### src/core/evt_cap_pkg.sv
package evt_cap_pkg;
  // ------------------------------------------------------------
  // geometry
  // ------------------------------------------------------------
  localparam int unsigned NUM_CH     = 64;
  localparam int unsigned CH_W       = 6;
  localparam int unsigned ADDR_W     = 9;
  localparam int unsigned DATA_W     = 32;

  // ------------------------------------------------------------
  // address map: byte addresses, a low and a high word per register
  // ------------------------------------------------------------
  localparam logic [8:0] SHADOW_BASE = 9'h100;
  localparam logic [7:0] OFF_PEND    = 8'h00;
  localparam logic [7:0] OFF_CLR     = 8'h08;
  localparam logic [7:0] OFF_EN      = 8'h10;
  localparam logic [7:0] OFF_MISS    = 8'h18;
  localparam logic [7:0] OFF_MISSCLR = 8'h20;
  localparam logic [7:0] OFF_RAE     = 8'h28;
  localparam logic [7:0] OFF_HIGH    = 8'h04;

  // ------------------------------------------------------------
  // reset values
  // ------------------------------------------------------------
  localparam logic [63:0] RST_PEND   = 64'h0000_0000_0000_0000;
  localparam logic [63:0] RST_EN     = 64'h0000_0000_0000_0000;
  localparam logic [63:0] RST_MISS   = 64'h0000_0000_0000_0000;
  localparam logic [63:0] RST_RAE    = 64'h0000_0000_0000_0000;
  localparam logic [31:0] RST_RDATA  = 32'h0000_0000;
endpackage

### src/core/evt_chan_cell.sv
`timescale 1ns/1ns
`default_nettype none
module evt_chan_cell
  import evt_cap_pkg::*;
(
  input  wire logic clk_i,
  input  wire logic sys_rst_i,
  input  wire logic ce_i,
  input  wire logic set_i,
  input  wire logic clr_hw_i,
  input  wire logic clr_sw_i,
  input  wire logic en_i,
  input  wire logic miss_clr_i,
  output logic      pend_o,
  output logic      miss_o
);
  // ------------------------------------------------------------
  // next state
  // ------------------------------------------------------------
  logic pend_reg;
  logic miss_reg;
  wire  clr_any   = clr_hw_i | clr_sw_i;
  // set beats any clear so an event never vanishes in a race
  wire  pend_next = set_i ? 1'b1 : (clr_any ? 1'b0 : pend_reg);
  // a second event on a pending bit that is enabled or being cleared is lost: record it
  wire  miss_hit  = set_i & pend_reg & (en_i | clr_any);
  wire  miss_next = miss_hit ? 1'b1 : (miss_clr_i ? 1'b0 : miss_reg);

  always_ff @(posedge clk_i or posedge sys_rst_i) begin
    if (sys_rst_i) begin
      pend_reg <= 1'b0;
      miss_reg <= 1'b0;
    end else if (ce_i) begin
      pend_reg <= pend_next;
      miss_reg <= miss_next;
    end
  end

  assign pend_o = pend_reg;
  assign miss_o = miss_reg;

  // ------------------------------------------------------------
  // checks
  // ------------------------------------------------------------
  set_wins_a: assert property (@(posedge clk_i) disable iff (sys_rst_i)
    ce_i && set_i |=> pend_reg) else $error("set lost");
  sw_clear_a: assert property (@(posedge clk_i) disable iff (sys_rst_i)
    ce_i && clr_sw_i && !set_i |=> !pend_reg) else $error("sw clear ignored");
  hw_clear_a: assert property (@(posedge clk_i) disable iff (sys_rst_i)
    ce_i && clr_hw_i && !set_i |=> !pend_reg) else $error("service clear ignored");
  miss_en_a: assert property (@(posedge clk_i) disable iff (sys_rst_i)
    ce_i && set_i && pend_reg && en_i |=> miss_reg) else $error("miss not flagged");
  miss_race_a: assert property (@(posedge clk_i) disable iff (sys_rst_i)
    ce_i && set_i && pend_reg && clr_any |=> miss_reg && pend_reg)
    else $error("race miss not flagged");
  race_fresh_a: assert property (@(posedge clk_i) disable iff (sys_rst_i)
    ce_i && set_i && !pend_reg && clr_any && !miss_clr_i |=> pend_reg && $stable(miss_reg))
    else $error("fresh race wrong");
  idle_hold_a: assert property (@(posedge clk_i) disable iff (sys_rst_i)
    ce_i && !set_i && !clr_any |=> $stable(pend_reg)) else $error("pending changed idle");
  freeze_a: assert property (@(posedge clk_i) disable iff (sys_rst_i)
    !ce_i |=> $stable(pend_reg) && $stable(miss_reg)) else $error("state moved while frozen");

  race_c: cover property (@(posedge clk_i) disable iff (sys_rst_i)
    ce_i && set_i && clr_any);
  miss_c: cover property (@(posedge clk_i) disable iff (sys_rst_i)
    ce_i && miss_hit);
endmodule
`default_nettype wire

### src/core/evt_capture.sv
`timescale 1ns/1ns
`default_nettype none
// ------------------------------------------------------------
// Overview of operation
// - 64 channels, low/high 32-bit register pairs
// - every event seen while ce_i high latches its channel pending bit
// - events latch even on disabled channels
// - offer pending only where channel enabled
// - servicing a channel clears its pending bit
// - repeat event on enabled pending sets miss
// - writing one to clear register clears pending
// - set wins over simultaneous clear
// - race on already-pending bit sets miss
// - race on idle bit leaves it pending
// - registers reachable through global range
// - shadow range gated by region access enables
// - zeros written to clear register ignored
// ------------------------------------------------------------
module evt_capture
  import evt_cap_pkg::*;
(
  input  wire logic [NUM_CH-1:0] evt_i,
  input  wire logic              clk_i,
  input  wire logic              sys_rst_i,
  input  wire logic              ce_i,
  input  wire logic              service_i,
  input  wire logic [CH_W-1:0]   service_ch_i,
  input  wire logic              reg_wr_i,
  input  wire logic              reg_rd_i,
  input  wire logic [ADDR_W-1:0] reg_addr_i,
  input  wire logic [DATA_W-1:0] reg_wdata_i,
  output logic      [DATA_W-1:0] reg_rdata_o,
  output logic      [NUM_CH-1:0] offer_o
);
  // ------------------------------------------------------------
  // state
  // ------------------------------------------------------------
  logic [NUM_CH-1:0] evt_prev_reg;
  logic [NUM_CH-1:0] en_reg;
  logic [NUM_CH-1:0] rae_reg;
  logic [NUM_CH-1:0] offer_reg;
  logic [DATA_W-1:0] rdata_reg;
  logic [NUM_CH-1:0] pend;
  logic [NUM_CH-1:0] miss;

  // ------------------------------------------------------------
  // event pulses
  // ------------------------------------------------------------
  // a held level counts once; a new event needs the line to drop first
  wire [NUM_CH-1:0] evt_pulse = evt_i & ~evt_prev_reg;

  // ------------------------------------------------------------
  // address decode
  // ------------------------------------------------------------
  wire              is_shadow = (reg_addr_i[8] == SHADOW_BASE[8]);
  wire [7:0]        off       = reg_addr_i[7:0];
  wire [7:0]        pair_off  = {off[7:3], 3'b000};
  wire              hi_half   = (off[2] == OFF_HIGH[2]);
  wire              word_ok   = (off[1:0] == 2'b00);
  wire [NUM_CH-1:0] lane      = hi_half ? {32'hFFFF_FFFF, 32'h0000_0000}
                                        : {32'h0000_0000, 32'hFFFF_FFFF};
  wire [NUM_CH-1:0] wr_word   = hi_half ? {reg_wdata_i, 32'h0000_0000}
                                        : {32'h0000_0000, reg_wdata_i};
  // shadow side sees only the channels its region owns
  wire [NUM_CH-1:0] acc       = is_shadow ? rae_reg : 64'hFFFF_FFFF_FFFF_FFFF;
  wire [NUM_CH-1:0] wbits     = wr_word & acc;
  wire [NUM_CH-1:0] wlane     = lane & acc;

  wire wr_ok      = reg_wr_i & word_ok;
  wire wr_clr     = wr_ok & (pair_off == OFF_CLR);
  wire wr_en      = wr_ok & (pair_off == OFF_EN);
  wire wr_missclr = wr_ok & (pair_off == OFF_MISSCLR);
  // access enables are written from the global range only; the shadow range can still read them
  wire wr_rae     = wr_ok & (pair_off == OFF_RAE) & ~is_shadow;

  // only ones act; zeros leave pending bits alone
  wire [NUM_CH-1:0] clr_sw    = wr_clr ? wbits : 64'h0000_0000_0000_0000;
  wire [NUM_CH-1:0] miss_clr  = wr_missclr ? wbits : 64'h0000_0000_0000_0000;
  wire [NUM_CH-1:0] clr_hw    = service_i ? (64'h0000_0000_0000_0001 << service_ch_i)
                                          : 64'h0000_0000_0000_0000;
  wire [NUM_CH-1:0] en_next   = wr_en ? ((en_reg & ~wlane) | wbits) : en_reg;
  wire [NUM_CH-1:0] rae_next  = wr_rae ? ((rae_reg & ~lane) | wr_word) : rae_reg;

  // ------------------------------------------------------------
  // read mux
  // ------------------------------------------------------------
  wire [NUM_CH-1:0] rd_sel =
    !word_ok                ? 64'h0000_0000_0000_0000 :
    (pair_off == OFF_PEND)  ? pend :
    (pair_off == OFF_EN)    ? en_reg :
    (pair_off == OFF_MISS)  ? miss :
    (pair_off == OFF_RAE)   ? rae_reg :
                              64'h0000_0000_0000_0000;
  wire [NUM_CH-1:0] rd_acc  = rd_sel & acc;
  wire [DATA_W-1:0] rd_word = hi_half ? rd_acc[63:32] : rd_acc[31:0];
  wire [DATA_W-1:0] acc_half = hi_half ? acc[63:32] : acc[31:0];
  wire [DATA_W-1:0] rdata_next = reg_rd_i ? rd_word : rdata_reg;

  // ------------------------------------------------------------
  // channel cells
  // ------------------------------------------------------------
  genvar g;
  generate
    for (g = 0; g < NUM_CH; g++) begin : g_ch
      evt_chan_cell u_cell (
        .clk_i      (clk_i),
        .sys_rst_i  (sys_rst_i),
        .ce_i       (ce_i),
        .set_i      (evt_pulse[g]),
        .clr_hw_i   (clr_hw[g]),
        .clr_sw_i   (clr_sw[g]),
        .en_i       (en_reg[g]),
        .miss_clr_i (miss_clr[g]),
        .pend_o     (pend[g]),
        .miss_o     (miss[g])
      );
    end
  endgenerate

  // ------------------------------------------------------------
  // registers
  // ------------------------------------------------------------
  always_ff @(posedge clk_i or posedge sys_rst_i) begin
    if (sys_rst_i) begin
      evt_prev_reg <= RST_PEND;
      en_reg       <= RST_EN;
      rae_reg      <= RST_RAE;
      offer_reg    <= RST_PEND;
      rdata_reg    <= RST_RDATA;
    end else if (ce_i) begin
      evt_prev_reg <= evt_i;
      en_reg       <= en_next;
      rae_reg      <= rae_next;
      offer_reg    <= pend & en_reg;
      rdata_reg    <= rdata_next;
    end
  end

  assign offer_o     = offer_reg;
  assign reg_rdata_o = rdata_reg;

  // ------------------------------------------------------------
  // checks
  // ------------------------------------------------------------
  offer_gate_a: assert property (@(posedge clk_i) disable iff (sys_rst_i)
    ce_i |=> offer_o == $past(pend & en_reg)) else $error("offer not gated by enable");
  evt_pulse_a: assert property (@(posedge clk_i) disable iff (sys_rst_i)
    ce_i && (evt_pulse != 64'h0000_0000_0000_0000)
    |=> (evt_pulse & $past(evt_pulse)) == 64'h0000_0000_0000_0000)
    else $error("event pulse longer than one cycle");
  shadow_read_a: assert property (@(posedge clk_i) disable iff (sys_rst_i)
    ce_i && reg_rd_i && is_shadow |=> (reg_rdata_o & ~$past(acc_half)) == 32'h0000_0000)
    else $error("shadow read leaked a foreign channel");
  global_pend_a: assert property (@(posedge clk_i) disable iff (sys_rst_i)
    ce_i && reg_rd_i && !is_shadow && word_ok && pair_off == OFF_PEND && !hi_half
    |=> reg_rdata_o == $past(pend[31:0])) else $error("global read mismatch");
  evt_latch_a: assert property (@(posedge clk_i) disable iff (sys_rst_i)
    ce_i && evt_pulse != 64'h0000_0000_0000_0000
    |=> (pend & $past(evt_pulse)) == $past(evt_pulse)) else $error("event not latched");
  svc_clear_a: assert property (@(posedge clk_i) disable iff (sys_rst_i)
    ce_i && service_i && !evt_pulse[service_ch_i]
    |=> !pend[$past(service_ch_i)]) else $error("serviced channel still pending");
  miss_clear_a: assert property (@(posedge clk_i) disable iff (sys_rst_i)
    ce_i && wr_missclr && (evt_pulse & pend) == 64'h0000_0000_0000_0000
    |=> (miss & $past(wbits)) == 64'h0000_0000_0000_0000) else $error("miss clear ignored");
  zero_clear_a: assert property (@(posedge clk_i) disable iff (sys_rst_i)
    ce_i && wr_clr && !service_i
    |=> ($past(pend) & ~pend & ~$past(wbits)) == 64'h0000_0000_0000_0000)
    else $error("pending cleared without a one");
  freeze_regs_a: assert property (@(posedge clk_i) disable iff (sys_rst_i)
    !ce_i |=> $stable(en_reg) && $stable(rae_reg) && $stable(offer_o) && $stable(reg_rdata_o))
    else $error("registers moved while frozen");

  // ------------------------------------------------------------
  // register bus checks
  // ------------------------------------------------------------
  pend_high_a: assert property (@(posedge clk_i) disable iff (sys_rst_i)
    ce_i && reg_rd_i && !is_shadow && word_ok && pair_off == OFF_PEND && hi_half
    |=> reg_rdata_o == $past(pend[63:32])) else $error("high pending read mismatch");
  miss_low_a: assert property (@(posedge clk_i) disable iff (sys_rst_i)
    ce_i && reg_rd_i && !is_shadow && word_ok && pair_off == OFF_MISS && !hi_half
    |=> reg_rdata_o == $past(miss[31:0])) else $error("low miss read mismatch");
  miss_high_a: assert property (@(posedge clk_i) disable iff (sys_rst_i)
    ce_i && reg_rd_i && !is_shadow && word_ok && pair_off == OFF_MISS && hi_half
    |=> reg_rdata_o == $past(miss[63:32])) else $error("high miss read mismatch");
  clr_rd_zero_a: assert property (@(posedge clk_i) disable iff (sys_rst_i)
    ce_i && reg_rd_i && (pair_off == OFF_CLR || pair_off == OFF_MISSCLR)
    |=> reg_rdata_o == 32'h0000_0000) else $error("clear register read not zero");
  en_rd_a: assert property (@(posedge clk_i) disable iff (sys_rst_i)
    ce_i && reg_rd_i && !is_shadow && word_ok && pair_off == OFF_EN && !hi_half
    |=> reg_rdata_o == $past(en_reg[31:0])) else $error("enable read mismatch");
  odd_rd_a: assert property (@(posedge clk_i) disable iff (sys_rst_i)
    ce_i && reg_rd_i && !word_ok
    |=> reg_rdata_o == 32'h0000_0000) else $error("unaligned read not zero");
  rd_hold_a: assert property (@(posedge clk_i) disable iff (sys_rst_i)
    ce_i && !reg_rd_i
    |=> $stable(reg_rdata_o)) else $error("read data moved without a read");
  en_wr_a: assert property (@(posedge clk_i) disable iff (sys_rst_i)
    ce_i && wr_en && !is_shadow && !hi_half
    |=> en_reg[31:0] == $past(reg_wdata_i)) else $error("low enable write lost");
  en_wr_high_a: assert property (@(posedge clk_i) disable iff (sys_rst_i)
    ce_i && wr_en && !is_shadow && hi_half
    |=> en_reg[63:32] == $past(reg_wdata_i)) else $error("high enable write lost");
  // a shadow write may only move channels that its region owns
  en_shadow_a: assert property (@(posedge clk_i) disable iff (sys_rst_i)
    ce_i && wr_en && is_shadow
    |=> ((en_reg ^ $past(en_reg)) & ~$past(rae_reg)) == 64'h0000_0000_0000_0000)
    else $error("shadow write reached a foreign channel");
  rae_global_a: assert property (@(posedge clk_i) disable iff (sys_rst_i)
    ce_i && reg_wr_i && is_shadow
    |=> $stable(rae_reg)) else $error("access enables written from shadow range");
  rae_wr_a: assert property (@(posedge clk_i) disable iff (sys_rst_i)
    ce_i && wr_rae && !hi_half
    |=> rae_reg[31:0] == $past(reg_wdata_i)) else $error("access enable write lost");

  shadow_wr_c: cover property (@(posedge clk_i) disable iff (sys_rst_i)
    ce_i && wr_clr && is_shadow);
  svc_c: cover property (@(posedge clk_i) disable iff (sys_rst_i)
    ce_i && service_i ##2 offer_o == 64'h0000_0000_0000_0000);
  miss_rd_c: cover property (@(posedge clk_i) disable iff (sys_rst_i)
    ce_i && reg_rd_i && pair_off == OFF_MISS && rd_word != 32'h0000_0000);
endmodule
`default_nettype wire

### config.mk
export PLATFORM = sky130hd
export DESIGN_NAME = evt_capture
export DESIGN_NICKNAME = d
export VERILOG_FILES = /design/src/core/evt_cap_pkg.sv /design/src/core/evt_chan_cell.sv /design/src/core/evt_capture.sv
export SDC_FILE = /design/constraint.sdc
export NUM_CORES = 1
export LEC_CHECK = 0
export ABC_AREA = 1
export BUFFER_PORTS_ARGS = -buffer_cell sky130_fd_sc_hd__buf_4
export CAP_MARGIN = 40
export CORE_MARGIN = 5
export CORE_UTILIZATION = 45
export CTS_CLUSTER_DIAMETER = 60
export DETAILED_ROUTE_END_ITERATION = 12
export PLACE_DENSITY = 0.65
export SLEW_MARGIN = 10
export SYNTH_ARGS = -nofsm -noshare
export SYNTH_HDL_FRONTEND = slang
export SYNTH_SLANG_ARGS = --single-unit
### constraint.sdc
create_clock -name clk_i -period 38.1 [get_ports clk_i]
set_input_delay 3.81 -clock clk_i [delete_from_list [all_inputs] [get_ports clk_i]]
set_output_delay 3.81 -clock clk_i [all_outputs]
set_load 0.02 [all_outputs]
==> flow_metrics.tcl <==
set metrics [dict create \
    crit_fanout 60 \
    initial_core_util_pct 45.3 \
    max_freq_mhz 156 \
    die_w_um 229 \
    place_area_um2 23700 \
    cpPeakStageDelay_ps 790 \
    gp_congestion 0.892 \
    pin_count 213 \
    cts_tree "built" \
    required_ps 38560 \
    rsz0062_at_grt "false" \
    nFillCells 4571 \
    synth_top_area_cell "dfrtp_1" \
    clk_pin_slew_ps 60 \
    timing.rr.start "en_reg[17]$_DFFE_PP0P_" \
    cts_setup_buffers 0 \
    setup_viol 0 \
    antenna_left 0 \
    worst_hold_path_type "flop to flop" \
    cts-root-buf "clkbuf_16" \
    synth.area.top_cells "dfrtp_1 (48%), nand2_1 (19%), o21ai_0 (7.0%)" \
    dieHeight_um 229 \
    cpMostUsedCell "buf_4" \
    dr.max_layer_used "met4" \
    rrSetupSlack_ps 36580 \
    synth_top_area_share_pct 48.4 \
    design_area_um2 25300 \
    path_cells "buf_4 -> inv_2 -> nand3_1 -> nor2_4 -> buf_4 -> nand3_2 -> buf_4 -> nand2_1 -> o21ai_1" \
    wl_met3_mm 8.39 \
    area_growth_pct 17.9 \
    fin_crit_ps 6410 \
    status "finished, final reports clean" \
    peakVddDrop_v 0.0000293 \
    grt_usage_pct 29.3 \
    p_per_area_nw_per_um2 42.3 \
    hold_viol 0 \
    r2r-end "reg_rdata_o[17]$_DFFE_PP0P_" \
    nNetsFinal 3199 \
    numCtsBuffers 48 \
    antenna_found_initial 1 \
    dr_total_vias 21245 \
    drt-wirelength-per-cell_um 21.0 \
    synth-seq-area-share_pct 48.4 \
    grt_pass1_wl_mm 120 \
    synth.avg_cell_area_um2 7.28 \
    cp-end-kind "flop" \
    slew_violations 0 \
    yosys_warnings 0 \
    async_flop_share_pct 100 \
    reg2reg_depth 6 \
    clk_latency_ps 590 \
    grt_max_degree 162 \
    cts_buffer_depth 3 \
    setup.worst_path.class "input pin to flop" \
    drt-met1-wl_mm 34.4 \
    slew_headroom_pct 37.9 \
    hold_buffers 0 \
    htree_num_levels 2 \
    worstHoldStart "evt_prev_reg[20]$_DFFE_PP0P_" \
    dp_hpwl_mm 51.1 \
    tightest_slew_ps 931 \
    dr_wl_met2_mm 33.3 \
    synthDistinctLibCells 26 \
    numPortBuffers 212 \
    synth_edf_count 0 \
    multi_input_area_um2 9340 \
    crit_slowest_cell "nand3_2" \
    synth_common_cells "nand2_1 (1067), dfrtp_1 (416), o21ai_0 (301)" \
    first_global_vias 19898 \
    synth_fp_nets 3070 \
    num_rows 80 \
    first_pass_iters 6 \
    seq_area_um2 10400 \
    fin_setup_tns_ps 0 \
    maxCapViolations 0 \
    cp.arrival_ps 6870 \
    fin_skew_ps 18.8 \
    die_area_um2 52200 \
    drive_gt1_share_pct 11.1 \
    whs_endpoint "g_ch[20].u_cell.pend_o$_DFFE_PP0P_" \
    cp-start-kind "input pin" \
    coreArea_um2 47400 \
    cts_resized 0 \
    whs_path_depth 1 \
    remaining_drc_errors 0 \
    synth_ff_type "dfrtp_1" \
    drt_iter0_markers 2387 \
    clock_sinks 416 \
    finalCritPeriodShare_pct 16.8 \
    globalRouteOverflowTotal 0 \
    vias_per_cell 5.69 \
    wl_mm 78.4 \
    netlist_instances 2953 \
    ys_ff_latch 416 \
    yosysMostFrequentCell "nand2_1" \
    leakage_nw 12.9 \
    synth_area_um2 21500 \
]
[worst max-delay path: cells and delay by family]
kind | cells | cell delay [ps]
compound gates | 1 | 60
buf+inv | 4 | 1730
simple gates | 4 | 1200
[cells in the final DEF (no fill, tap or decap)]
cell type and count:
inv_6 1, nor2_2 1, nand3_4 1, nor2b_1 3, clkbuf_1 12, a21oi_1 90
o22ai_1 27, bufinv_16 6, nand3_1 159, nor3_1 16, clkbuf_16 49, nor2_1 150
inv_1 272, o21bai_1 7, dfrtp_1 416, inv_8 1, inv_2 4, buf_8 2
clkinvlp_4 1, o21ai_0 301, buf_4 235, or2_2 7, buf_12 5, nor2_4 4
nor3b_1 7, o31ai_1 76, nand2_1 1066, buf_16 7, o21ai_1 114, o211ai_1 14
clkinv_1 2, nand3_2 3, nand4_1 40, clkinv_2 4, nand2_2 1, diode_2 1
clkbuf_8 13
[layer usage]
metal | vias up | global-route usage (%)
li1 | 9800 | -
met1 | 10149 | 43.5
met2 | 1128 | 42.9
met3 | 168 | 7.02
met4 | 0 | 8.60
met5 | - | 0
[kinds of logic (layout without fill, tap and decap cells)]
logic type	after synthesis	after routing	share of synthesized area (%)
buf+inv	450	614	8.27
flops	416	416	48.4
simple gates	1458	1458	27.3
compound gates	629	629	15.9
other cells	0	1	0
[stage by stage]
step	hold WS, ps	util, %	cells	setup WS (ps)	total power [mW]
CTS	460	53.4	3732	31820	1.07
detailed placement	452	49.9	3647	31190	0.587
floorplan	435	-	2953	22710	0.540
global route	480	53.4	3732	31590	1.11
finish	456	53.4	3733	31690	1.07
global placement	438	49.3	3636	31240	0.582
[how the worst max path moves through the flow]
stage                             start        end  cells past startpoint
final                     reg_addr_i[7]       flop                      9
after global routing      reg_addr_i[7]       flop                      9
after CTS                 reg_addr_i[7]       flop                      9
after detailed placement  reg_addr_i[7]       flop                      9
after global placement    reg_addr_i[7]       flop                      9
after floorplan               sys_rst_i  async pin                      1
[power breakdown]
part	internal, mW	switching [mW]	leakage (nW)
registers	0.462	0.0131	5.29
logic	0.0325	0.0739	6.81
clock network	0.301	0.188	0.812
total	0.795	0.275	12.9
[area by class of cell]
cell class,count,share of cell area (%)
flip-flops and latches,416,41.1
multi-input cells,2087,36.9
repair buffers,249,8.24
clock buffers,74,5.73
inverters,280,4.20
well taps,615,3.04
clock inverters,11,0.820
diodes,1,0.00988
No activity file was read; power rests on OpenSTA's default activity.
